## src/shared/tdf_consts.vh

```
// constants shared by the touch detect filter design files
`ifndef TDF_CONSTS_VH
`define TDF_CONSTS_VH

// datapath
`define TDF_WIDTH           16
`define TDF_ZERO            16'h0000
`define TDF_ONES            16'hFFFF

// clock rate and timing, each time in its own unit
`define TDF_CLK_MHZ         100
`define TDF_HB_US           300
// sized to the counters that load them: 300 us and 1 ms at 100 MHz
`define TDF_HB_CYCLES       15'h7530
`define TDF_MS_CYCLES       17'h186A0
`define TDF_TO_SHORT_S      10
`define TDF_TO_LONG_S       60
// timeouts in milliseconds: 10 s and 60 s
`define TDF_TO_SHORT_MS     16'h2710
`define TDF_TO_LONG_MS      16'hEA60

// detection thresholds above the reference, by gain strap
`define TDF_THR_HIGH_GAIN   16'h0006
`define TDF_THR_LOW_GAIN    16'h000C

// hysteresis as percent of threshold delta
`define TDF_HYST_PCT        32'h00000011
`define TDF_PCT_FULL        32'h00000064

// consecutive detections needed, counted from zero
`define TDF_INTEG_LAST      2'h2
`define TDF_INTEG_RESET     2'h0

// drift tracking: samples per one-count step of the reference
`define TDF_NEG_DIV         4'h2
`define TDF_POS_DIV         4'hF
`define TDF_DIV_RESET       4'h0

// output option decode, index is {strap_a, strap_b}
`define TDF_OPT_LVL_SHORT   2'h3
`define TDF_OPT_LVL_LONG    2'h2
`define TDF_OPT_TOGGLE      2'h0
`define TDF_OPT_LVL_INF     2'h1

// cycles after reset release before the straps are caught
`define TDF_STRAP_SETTLE    2'h3

`endif

```

## src/logic/tdf_top.v

```verilog
// decision logic of a burst-mode capacitive touch sensor
`timescale 1ns/1ps
`include "tdf_consts.vh"

module tdf_top #(
  parameter [14:0] HB_CYCLES    = `TDF_HB_CYCLES,
  parameter [16:0] MS_CYCLES    = `TDF_MS_CYCLES,
  parameter [15:0] TO_SHORT_MS  = `TDF_TO_SHORT_MS,
  parameter [15:0] TO_LONG_MS   = `TDF_TO_LONG_MS
) (
  input  wire        clock,
  input  wire        resetn,
  input  wire        sample_valid,
  input  wire [15:0] sample,
  input  wire        gain_strap,
  input  wire        output_option_strap_a,
  input  wire        output_option_strap_b,
  output reg         out_o,
  output reg         out_oe_n,
  output reg         detect_active,
  output reg         calibrating
);

  // ************************************************************
  // states
  // ************************************************************
  localparam [1:0] ST_STRAP = 2'h0;
  localparam [1:0] ST_CAL   = 2'h1;
  localparam [1:0] ST_RUN   = 2'h2;

  // ************************************************************
  // functions
  // ************************************************************
  // saturating add keeps the threshold from wrapping near full scale
  function [15:0] tdf_sat_add;
    input [15:0] a;
    input [15:0] b;
    reg   [16:0] s;
    begin
      s = {1'b0, a} + {1'b0, b};
      tdf_sat_add = s[16] ? `TDF_ONES : s[15:0];
    end
  endfunction

  function [15:0] tdf_hyst;
    input [15:0] delta;
    reg   [31:0] p;
    begin
      p = ({16'h0000, delta} * `TDF_HYST_PCT) / `TDF_PCT_FULL;
      tdf_hyst = p[15:0];
    end
  endfunction

  // ************************************************************
  // strap synchronisers and power-up capture
  // ************************************************************
  reg  [2:0]  strap_meta;
  reg  [2:0]  strap_sync;
  reg  [1:0]  settle_cnt;
  reg         gain_high;
  reg  [1:0]  opt_mode;
  reg  [1:0]  state;

  always @(posedge clock) begin
    if (!resetn) begin
      strap_meta <= 3'h0;
      strap_sync <= 3'h0;
    end else begin
      strap_meta <= {gain_strap, output_option_strap_a, output_option_strap_b};
      strap_sync <= strap_meta;
    end
  end

  // captured once after release; later strap changes are not seen
  always @(posedge clock) begin
    if (!resetn) begin
      settle_cnt <= 2'h0;
      gain_high  <= 1'b0;
      opt_mode   <= `TDF_OPT_TOGGLE;
    end else if (state == ST_STRAP) begin
      if (settle_cnt == `TDF_STRAP_SETTLE) begin
        gain_high <= strap_sync[2];
        opt_mode  <= strap_sync[1:0];
      end else begin
        settle_cnt <= settle_cnt + 2'h1;
      end
    end
  end

  // ************************************************************
  // mode decode
  // ************************************************************
  reg         toggle_mode;
  reg  [15:0] timeout_ms;
  reg         timeout_finite;
  wire [15:0] thr_delta;

  always @* begin
    toggle_mode    = 1'b0;
    timeout_ms     = TO_SHORT_MS;
    timeout_finite = 1'b1;
    case (opt_mode)
      `TDF_OPT_LVL_SHORT: begin
        timeout_ms = TO_SHORT_MS;
      end
      `TDF_OPT_LVL_LONG: begin
        timeout_ms = TO_LONG_MS;
      end
      `TDF_OPT_TOGGLE: begin
        toggle_mode = 1'b1;
        timeout_ms  = TO_SHORT_MS;
      end
      `TDF_OPT_LVL_INF: begin
        timeout_finite = 1'b0;
      end
      default: begin
        timeout_ms = TO_SHORT_MS;
      end
    endcase
  end

  assign thr_delta = gain_high ? `TDF_THR_HIGH_GAIN : `TDF_THR_LOW_GAIN;

  // ************************************************************
  // reference and levels
  // ************************************************************
  wire [15:0] reference;
  wire [15:0] thr_level;
  wire [15:0] rel_level;
  wire        ref_load;
  wire        ref_step;
  wire        above_thr;
  wire        below_rel;

  assign ref_load = sample_valid && (state == ST_CAL);
  assign ref_step = sample_valid && (state == ST_RUN) && !detect_active;

  tdf_ref_track u_ref (
    .clock     (clock),
    .resetn    (resetn),
    .load      (ref_load),
    .step_en   (ref_step),
    .sample    (sample),
    .reference (reference)
  );

  // levels slave to the reference so drift moves them together
  assign thr_level = tdf_sat_add(reference, thr_delta);
  assign rel_level = thr_level - tdf_hyst(thr_delta);
  assign above_thr = (sample > thr_level);
  assign below_rel = (sample < rel_level);

  // ************************************************************
  // millisecond prescaler and detection timer
  // ************************************************************
  // a prescaler keeps the timer narrow; 60 s of raw cycles needs 33 bits
  reg  [16:0] ms_pre;
  reg  [15:0] on_ms;
  wire        ms_tick;
  wire        timed_out;

  assign ms_tick   = (ms_pre == MS_CYCLES - 17'h00001);
  assign timed_out = detect_active && timeout_finite && (on_ms >= timeout_ms);

  always @(posedge clock) begin
    if (!resetn) begin
      ms_pre <= 17'h00000;
      on_ms  <= 16'h0000;
    end else if (!detect_active) begin
      ms_pre <= 17'h00000;
      on_ms  <= 16'h0000;
    end else if (ms_tick) begin
      ms_pre <= 17'h00000;
      if (on_ms != 16'hFFFF) begin
        on_ms <= on_ms + 16'h0001;
      end
    end else begin
      ms_pre <= ms_pre + 17'h00001;
    end
  end

  // ************************************************************
  // detection integrator and state machine
  // ************************************************************
  reg  [1:0]  integ;
  reg         toggle_q;

  always @(posedge clock) begin
    if (!resetn) begin
      state         <= ST_STRAP;
      integ         <= `TDF_INTEG_RESET;
      detect_active <= 1'b0;
      toggle_q      <= 1'b0;
      calibrating   <= 1'b1;
    end else begin
      case (state)
        ST_STRAP: begin
          if (settle_cnt == `TDF_STRAP_SETTLE) begin
            state <= ST_CAL;
          end
        end
        ST_CAL: begin
          integ         <= `TDF_INTEG_RESET;
          detect_active <= 1'b0;
          if (sample_valid) begin
            state       <= ST_RUN;
            calibrating <= 1'b0;
          end
        end
        ST_RUN: begin
          if (timed_out) begin
            // toggle state survives; level output follows detect_active
            state         <= ST_CAL;
            calibrating   <= 1'b1;
            detect_active <= 1'b0;
            integ         <= `TDF_INTEG_RESET;
          end else if (sample_valid) begin
            if (detect_active) begin
              if (below_rel) begin
                detect_active <= 1'b0;
              end
            end else if (above_thr) begin
              if (integ == `TDF_INTEG_LAST) begin
                detect_active <= 1'b1;
                integ         <= `TDF_INTEG_RESET;
                if (toggle_mode) begin
                  toggle_q <= !toggle_q;
                end
              end else begin
                integ <= integ + 2'h1;
              end
            end else begin
              integ <= `TDF_INTEG_RESET;
            end
          end
        end
        default: begin
          state <= ST_STRAP;
        end
      endcase
    end
  end

  // ************************************************************
  // health pulse timer
  // ************************************************************
  reg  [14:0] hb_cnt;
  wire        hb_busy;

  assign hb_busy = (hb_cnt != 15'h0000);

  always @(posedge clock) begin
    if (!resetn) begin
      hb_cnt <= 15'h0000;
    end else if (sample_valid) begin
      hb_cnt <= HB_CYCLES;
    end else if (hb_busy) begin
      hb_cnt <= hb_cnt - 15'h0001;
    end
  end

  // ************************************************************
  // open-drain output
  // ************************************************************
  // the pin only ever sinks; a released pin shows the external pull
  wire        drive_low;

  assign drive_low = toggle_mode ? toggle_q : detect_active;

  always @(posedge clock) begin
    if (!resetn) begin
      out_o    <= 1'b0;
      out_oe_n <= 1'b1;
    end else begin
      out_o    <= 1'b0;
      out_oe_n <= hb_busy || !drive_low;
    end
  end

endmodule // tdf_top

```

## src/logic/tdf_ref_track.v

```verilog
// slew-limited asymmetric reference tracker for the touch detect filter
`timescale 1ns/1ps
`include "tdf_consts.vh"

module tdf_ref_track (
  input  wire        clock,
  input  wire        resetn,
  input  wire        load,
  input  wire        step_en,
  input  wire [15:0] sample,
  output reg  [15:0] reference
);

  // ************************************************************
  // drift step dividers
  // ************************************************************
  reg  [3:0]  neg_cnt;
  reg  [3:0]  pos_cnt;
  wire        below;
  wire        above;

  assign below = (sample < reference);
  assign above = (sample > reference);

  // ************************************************************
  // reference update
  // ************************************************************
  // a rising signal is followed slowly so an approaching finger is not
  // absorbed; a falling one quickly so a removed obstruction recovers
  always @(posedge clock) begin
    if (!resetn) begin
      reference <= `TDF_ZERO;
      neg_cnt   <= `TDF_DIV_RESET;
      pos_cnt   <= `TDF_DIV_RESET;
    end else if (load) begin
      reference <= sample;
      neg_cnt   <= `TDF_DIV_RESET;
      pos_cnt   <= `TDF_DIV_RESET;
    end else if (step_en) begin
      if (below) begin
        pos_cnt <= `TDF_DIV_RESET;
        if (neg_cnt == `TDF_NEG_DIV - 4'h1) begin
          neg_cnt   <= `TDF_DIV_RESET;
          reference <= reference - 16'h0001;
        end else begin
          neg_cnt <= neg_cnt + 4'h1;
        end
      end else if (above) begin
        neg_cnt <= `TDF_DIV_RESET;
        if (pos_cnt == `TDF_POS_DIV - 4'h1) begin
          pos_cnt   <= `TDF_DIV_RESET;
          reference <= reference + 16'h0001;
        end else begin
          pos_cnt <= pos_cnt + 4'h1;
        end
      end else begin
        neg_cnt <= `TDF_DIV_RESET;
        pos_cnt <= `TDF_DIV_RESET;
      end
    end
  end

endmodule // tdf_ref_track

```

## config.mk

```make
export PLATFORM = sky130hd
export DESIGN_NAME = tdf_top
export DESIGN_NICKNAME = d
export VERILOG_FILES = /design/src/logic/tdf_top.v /design/src/logic/tdf_ref_track.v
export VERILOG_INCLUDE_DIRS = /design/src /design/src/shared
export SDC_FILE = /design/constraint.sdc
export NUM_CORES = 1
export LEC_CHECK = 0
export ABC_CLOCK_PERIOD_IN_PS = 5300
export BUFFER_PORTS_ARGS = -buffer_cell sky130_fd_sc_hd__buf_4
export CAP_MARGIN = 20
export CORE_MARGIN = 2
export CORE_UTILIZATION = 32
export DETAILED_ROUTE_END_ITERATION = 12
export RECOVER_POWER = 50
export SETUP_SLACK_MARGIN = 0.05
export SKIP_CTS_REPAIR_TIMING = 1
export SYNTH_ARGS = -nofsm -noshare
export SYNTH_HDL_FRONTEND = slang
export SYNTH_HIERARCHICAL = 1
export SYNTH_SLANG_ARGS = --single-unit
```

## constraint.sdc

```tcl
create_clock -name clock -period 5.3 [get_ports clock]
set_input_delay 1.59 -clock clock [delete_from_list [all_inputs] [get_ports clock]]
set_output_delay 1.59 -clock clock [all_outputs]
set_load 0.01 [all_outputs]
```

---- Word-level counts from Yosys, hierarchy flattened ----
Cells that the tools add are included.
storage, ports and cells
  output and inout bits ................... 4
  word-level logic and storage cells ...... 125
  register bits ........................... 91
  input port bits ......................... 22
operators by class
  div/mod/pow operators ................... 1
  mux-type cells .......................... 39
  multiply operators ...................... 1
  eq/ne operators ......................... 16
  $lt $le $gt $ge ......................... 5
  bitwise operators ....................... 4
  $add $sub $neg .......................... 11
  reductions and logical operators ........ 30
operators by type and width
  kind                     count
  $mux W16                 8
  $add A16 B1 Y16 const B  2
  $div A21 B7 Y32 const B  1
  $gt A16 B16 Y1           2
  $lt A16 B16 Y1           2
  $mux W15                 2
  $mux W4                  6
  $add A16 B4 Y17          1
  $add A17 B1 Y17 const B  1
  $eq A17 B17 Y1 const B   1
  $ge A16 B16 Y1           1
  $mux W2                  8
  $ne A16 B16 Y1 const B   1
  $sub A16 B1 Y16 const B  1
  $sub A16 B16 Y16         1
  $reduce_bool A15 Y1      1
  $sub A15 B1 Y15 const B  1
  $mux W1                  11
  $reduce_and A2 Y1        5
  $mul A4 B5 Y9 const B    1
  $ne A3 B3 Y1 const B     3
  $reduce_and A3 Y1        3
  $add A4 B1 Y4 const B    2
  $eq A2 B2 Y1 const B     4
  other kinds (20)         38

---- Logic depth before layout (Yosys ltp) ----
  depth after elaboration ................. 10
  mapped depth ............................ 21
  depth with buffers taken out ............ 20

---- Hierarchy ----
Netlist, hierarchy kept.
by module, submodules not included
  module         cells an instance  seq. area each (um2)  area each (um2)  instances
  tdf_top        567                1,341.3               4,663.2          1
  tdf_ref_track  291                480.5                 2,255.9          1

---- Worst setup path before layout ----
OpenSTA, ideal clock, no wires.
  path kind ............................... input to register
  start ................................... input port sample[11]
  end ..................................... register u_ref.reference[15]
  required time ........................... 5.168 ns
  slack ................................... 0.477 ns
  cell stages on the path ................. 14
  library setup time ...................... 0.132 ns
  arrival time ............................ 4.691 ns
  buffers on the path ..................... 0
  cell sequence ........................... ha_1 a21oi_1 o21a_1 a2bb2oi_1 nand3_2 inv_1 ha_1 o21a_1 o21ai_1 a2111oi_2 a21oi_1 or4b_1 a211oi_1 a311oi_1
between the ends
  cells in the longest elaborated chain, start to end .. 4
  elaborated cells between the ends (all ways) .. 9
RTL lines
  item                  RTL line            RTL
  start, declared       tdf_top.v:14        input wire [15:0] sample,
  $lt A16 B16 Y1        tdf_ref_track.v:22  assign below = (sample < reference);
  $mux W16              tdf_ref_track.v:40  if (below) begin
  $mux W16              tdf_ref_track.v:39  end else if (step_en) begin
  $mux W16              tdf_ref_track.v:35  end else if (load) begin
  end signal, assigned  tdf_ref_track.v:32  reference <= `TDF_ZERO;
  end signal, assigned  tdf_ref_track.v:36  reference <= sample;
  end signal, assigned  tdf_ref_track.v:44  reference <= reference - 16'h0001;
  end, declared         tdf_ref_track.v:11  output reg [15:0] reference
Parallel ways exist; a longest one is shown, timed or not. The select of a mux whose other input is x is not followed.
A chain may end at the register's enable or synchronous reset.

---- Worst setup path after layout ----
Ends and elaborated chain as after synthesis.

==> impl_results.md <==
* DRT iter0 DRCs at 321
* Post-Synth Adder-Cell Area at 16.2%
* Die width at 151 um
* Sw frac at 34.1%
* EDFF count, synth at 0
* F_max at 214 MHz
* Setup TNS Final at 0 ns
* Clock Tree Root: clkbuf_16
* Initial antenna violation count at 0
* Seq/Total Area, Yosys at 26.3%
* R2R Path Start: gain_high
* Crit path time final at 4.68 ns
* Yosys warnings at 6
* Slew Limit Headroom at -11.0%
* Largest family of logic cells by synthesized area: simple AND/OR/NAND/NOR gates
* CTS Sinks at 91
* CTS Buf Count at 9
* Chip height at 151 um
* First-pass GRT wire length at 28200 um
* Starting Density at 32.7%
* Flop2flop setup slack at 0.65 ns
* Final setup fails at 0
* Post-Synthesis Cells at 858
* Bufs and invs on worst path at 2
* Register bit total from synthesis at 91
* Clock share of power at 31.4%
* Critical-path cell list: buf_4, ha_1, a21oi_1, o21a_1, a2bb2oi_1, nand3_2, inv_1, ha_1, o21a_2, a21oi_2, a2111oi_2, a21oi_1, or4b_1, a211oi_1, a311oi_1
* Avg WL per Cell at 14.3 um
* Yosys cell types at 81
* Tcrit/Tclk final at 88.4%
* Pwr Total at 2.35 mW
* Depth of the most critical reg-to-reg path at 20
* Area of the multi-input gates at 4820 um2
* Detailed Route WL at 16700 um
* Setup crit end kind: flip-flop
* CP max-delay cell: or4b_1
* Die footprint at 22800 um2
* Top FF cell, synth: dfxtp_1
* Post-Synth Simple-Gate Area at 24.9%
* Worst-Skew Late Latency at 0.34 ns
* Total of max-cap violations at 1
* RSZ-0062 raised after global routing: false
* Internal at 1.55 mW
* Compound-Gate Fraction of Synth Area at 17.7%
* Routability cong. at 0.891
* Pre-antenna DRT Iters at 5
* Area share of xor/xnor cells in the synthesized design at 8.10%
* Vias in the first global route at 5721
* Share of layout cells above drive strength 1 at 8.10%
* Fin nets at 995
* Share of power burned in registers at 34.4%
* Worst path arrival time at 4.91 ns
* Clk slew on worst S/H paths at 0.06 ns
* GRT Util Overall at 15.4%
* Crit-path leading delay family: compound AO/OA/AOI/OAI gates
* DR vias at 6055
* Gr ovfl total at 0
* Stages on worst setup path at 15
* IO Count at 26
* Synthesized area at 6920 um2
* Largest net degree at the start of global routing at 39
* Fin. Hold Viols at 0
* Via-to-Cell Ratio at 5.20
* Worst setup path endpoint: u_ref/reference[15]
* Max clock buf depth at 2
* Number of fill cells at 2158
* Mux cell area share after synthesis at 2.71%
* # DRC at 0
* Placed wire-length estimate at 12900 um
* Non-filler instance count after layout at 1164
* VDD IR max at 168 uV
* Switching power total at 0.799 mW
* Placed cell count at 1148
* Largest cells by area after synthesis: dfxtp_1 (26%), ha_1 (16%), nor2_1 (5.3%)
* Row count at 53
* P_leak at 2.89 nW
* Final ANT Viol Nets at 0
* Clock H-tree levels at 3
* Setup Skew at 0.00631 ns
* HP Class: flip-flop to flip-flop
* Leading area contributor after synthesis: dfxtp_1
* Outcome: finished, violations left
* Setup CP Type: input port to flip-flop
* Slew Viols, Final at 39
* P per Cell Area at 303 nW/um2
* Antenna Diode Count at 0
* Crit path largest cell delay at 0.51 ns
* Top cell type's share of synthesized area at 26.3%
* IO buf count at 24
* Register area at 1820 um2
* Core Area at 21200 um2
* Failing checks: max-capacitance violations, max-slew violations
* Worst setup path startpoint: sample[11]
* Measured slew at the worst slew-check pin at 1.66 ns
* Comb pwr share at 34.2%
* TritonCTS clock tree: built
* Crit-path max FO at 7
* Asr flop ratio synth at 0%
* R2R Path End: detect_active
* WP data required at 5.52 ns
* Syn Area/Cell at 8.06 um2
* Critical Path Source Type: input port
* P&R area growth vs syn at 12.1%
* Syn Nets at 969
## worst min path at each step
stage             startpoint  cells after the start  slack, ns             to
2_1_floorplan  strap_meta[0]                      1       0.41  strap_sync[0]
3_3_place_gp   strap_meta[0]                      1       0.42  strap_sync[0]
3_5_place_dp   strap_meta[2]                      1       0.42  strap_sync[2]
4_1_cts        strap_meta[2]                      1       0.43  strap_sync[2]
5_1_grt        strap_meta[1]                      1       0.46  strap_sync[1]
6_report       strap_meta[1]                      1       0.43  strap_sync[1]
## power by group through the flow
stage	Combinational (mW)	Clock, mW	Sequential [mW]
after floorplan	0.622	0	0.797
after global placement	0.785	0	0.822
after detailed placement	0.798	0	0.822
after CTS	0.803	0.761	0.807
after global routing	0.914	0.790	0.816
final	0.803	0.737	0.808
## registers in the layout, indices dropped and copies added, names as in the netlist, 3 cells and up
| register | count |
|---|---|
| on_ms | 16 |
| u_ref/neg_cnt | 4 |
| hb_cnt | 15 |
| strap_meta | 3 |
| strap_sync | 3 |
| u_ref/reference | 16 |
| u_ref/pos_cnt | 4 |
| ms_pre | 17 |
## cell usage after synthesis, types with 3 or more instances
master    instances
o211ai_1          3
or3_1            13
nand3b_1          5
o21a_1            5
o22ai_1           3
clkbuf_1         12
a21oi_1          62
mux2_2            3
nand2_1          77
and2_1           11
a211oi_1          9
o31ai_1           4
and4_1            9
nor3b_1           4
ha_1             88
buf_4             3
nand2b_1         16
a21o_1            9
or4b_1            3
nand4_1          17
inv_1            52
o21ai_1           4
nor3_1           15
a211o_1           3
xor2_1           27
nor4_1            3
xnor2_1          37
or4_1             8
and3_1            4
dfxtp_1          91
mux2i_1          10
nor2_1           98
o21ai_0          39
o41ai_1           3
nor2b_1           7
nand3_1          34
a31oi_1          10
## placed cells by master (no fill, tap or decap), types with 5 or more instances in the layout
cell type,count
and2_1,10
nand2_1,77
or4_1,8
nand4_1,17
xor2_1,27
o21a_1,5
dfxtp_1,91
mux2i_1,10
a21oi_1,62
clkbuf_16,9
inv_1,52
nand3_1,34
nor3_1,15
nor2b_1,7
nor2_1,98
a31oi_1,10
a21o_1,9
xnor2_1,37
nand3b_1,5
o21ai_0,39
ha_1,88
a211oi_1,9
nand2b_1,16
and4_1,9
buf_4,29
or3_1,13
## worst register-to-register path, stage by stage (launching register included)
cell and delay (ns):
dfxtp_1 0.33, inv_1 0.08, ha_1 0.36, o21a_4 0.17, o211a_4 0.27, and2_2 0.19, nor2_1 0.16, ha_1 0.17
inv_1 0.05, a221o_1 0.36, or3_4 0.37, or3_4 0.38, nand3b_1 0.19, xnor2_1 0.15, ha_1 0.30, a21o_1 0.16
a21o_1 0.17, a21oi_1 0.12, o21ai_0 0.20, o2111ai_1 0.25, o2111ai_1 0.13
## through the flow
step           util, %  setup slack [ns]  hold WS [ns]  instance area, um2
6_report          36.7             0.617         0.433                7760
5_1_grt           36.7             0.196         0.457                7760
4_1_cts           36.7             0.603         0.433                7770
3_5_place_dp      35.1             0.294         0.417                7430
3_3_place_gp      35.1             0.326         0.420                7430
2_1_floorplan        -             0.477         0.412                6920
## cell families (layout without fill, tap and decap cells)
group / after synthesis / after routing
AO/OA/AOI/OAI: 187 / 187
XOR/XNOR: 64 / 64
adder cells (fa/ha/maj): 89 / 89
buffers and inverters: 70 / 101
flip-flops: 91 / 91
multiplexers: 17 / 17
other: 1 / 1
AND/OR/NAND/NOR: 339 / 339
## routing by layer
metal	track usage [%]	part of all wire, %
met1	21.6	51
met2	24.6	44
met3	3.16	4.0
met4	3.32	0.99
met5	0	0
## area by class of cell
class / count / area share [%]
clock buffers: 11 / 3.13
clock inverters: 5 / 1.29
inverters: 53 / 2.56
multi-input cells: 697 / 62.1
flip-flops and latches: 91 / 23.5
well taps: 275 / 4.44
repair buffers: 32 / 2.95
No activity file was read; power rests on OpenSTA's default activity.
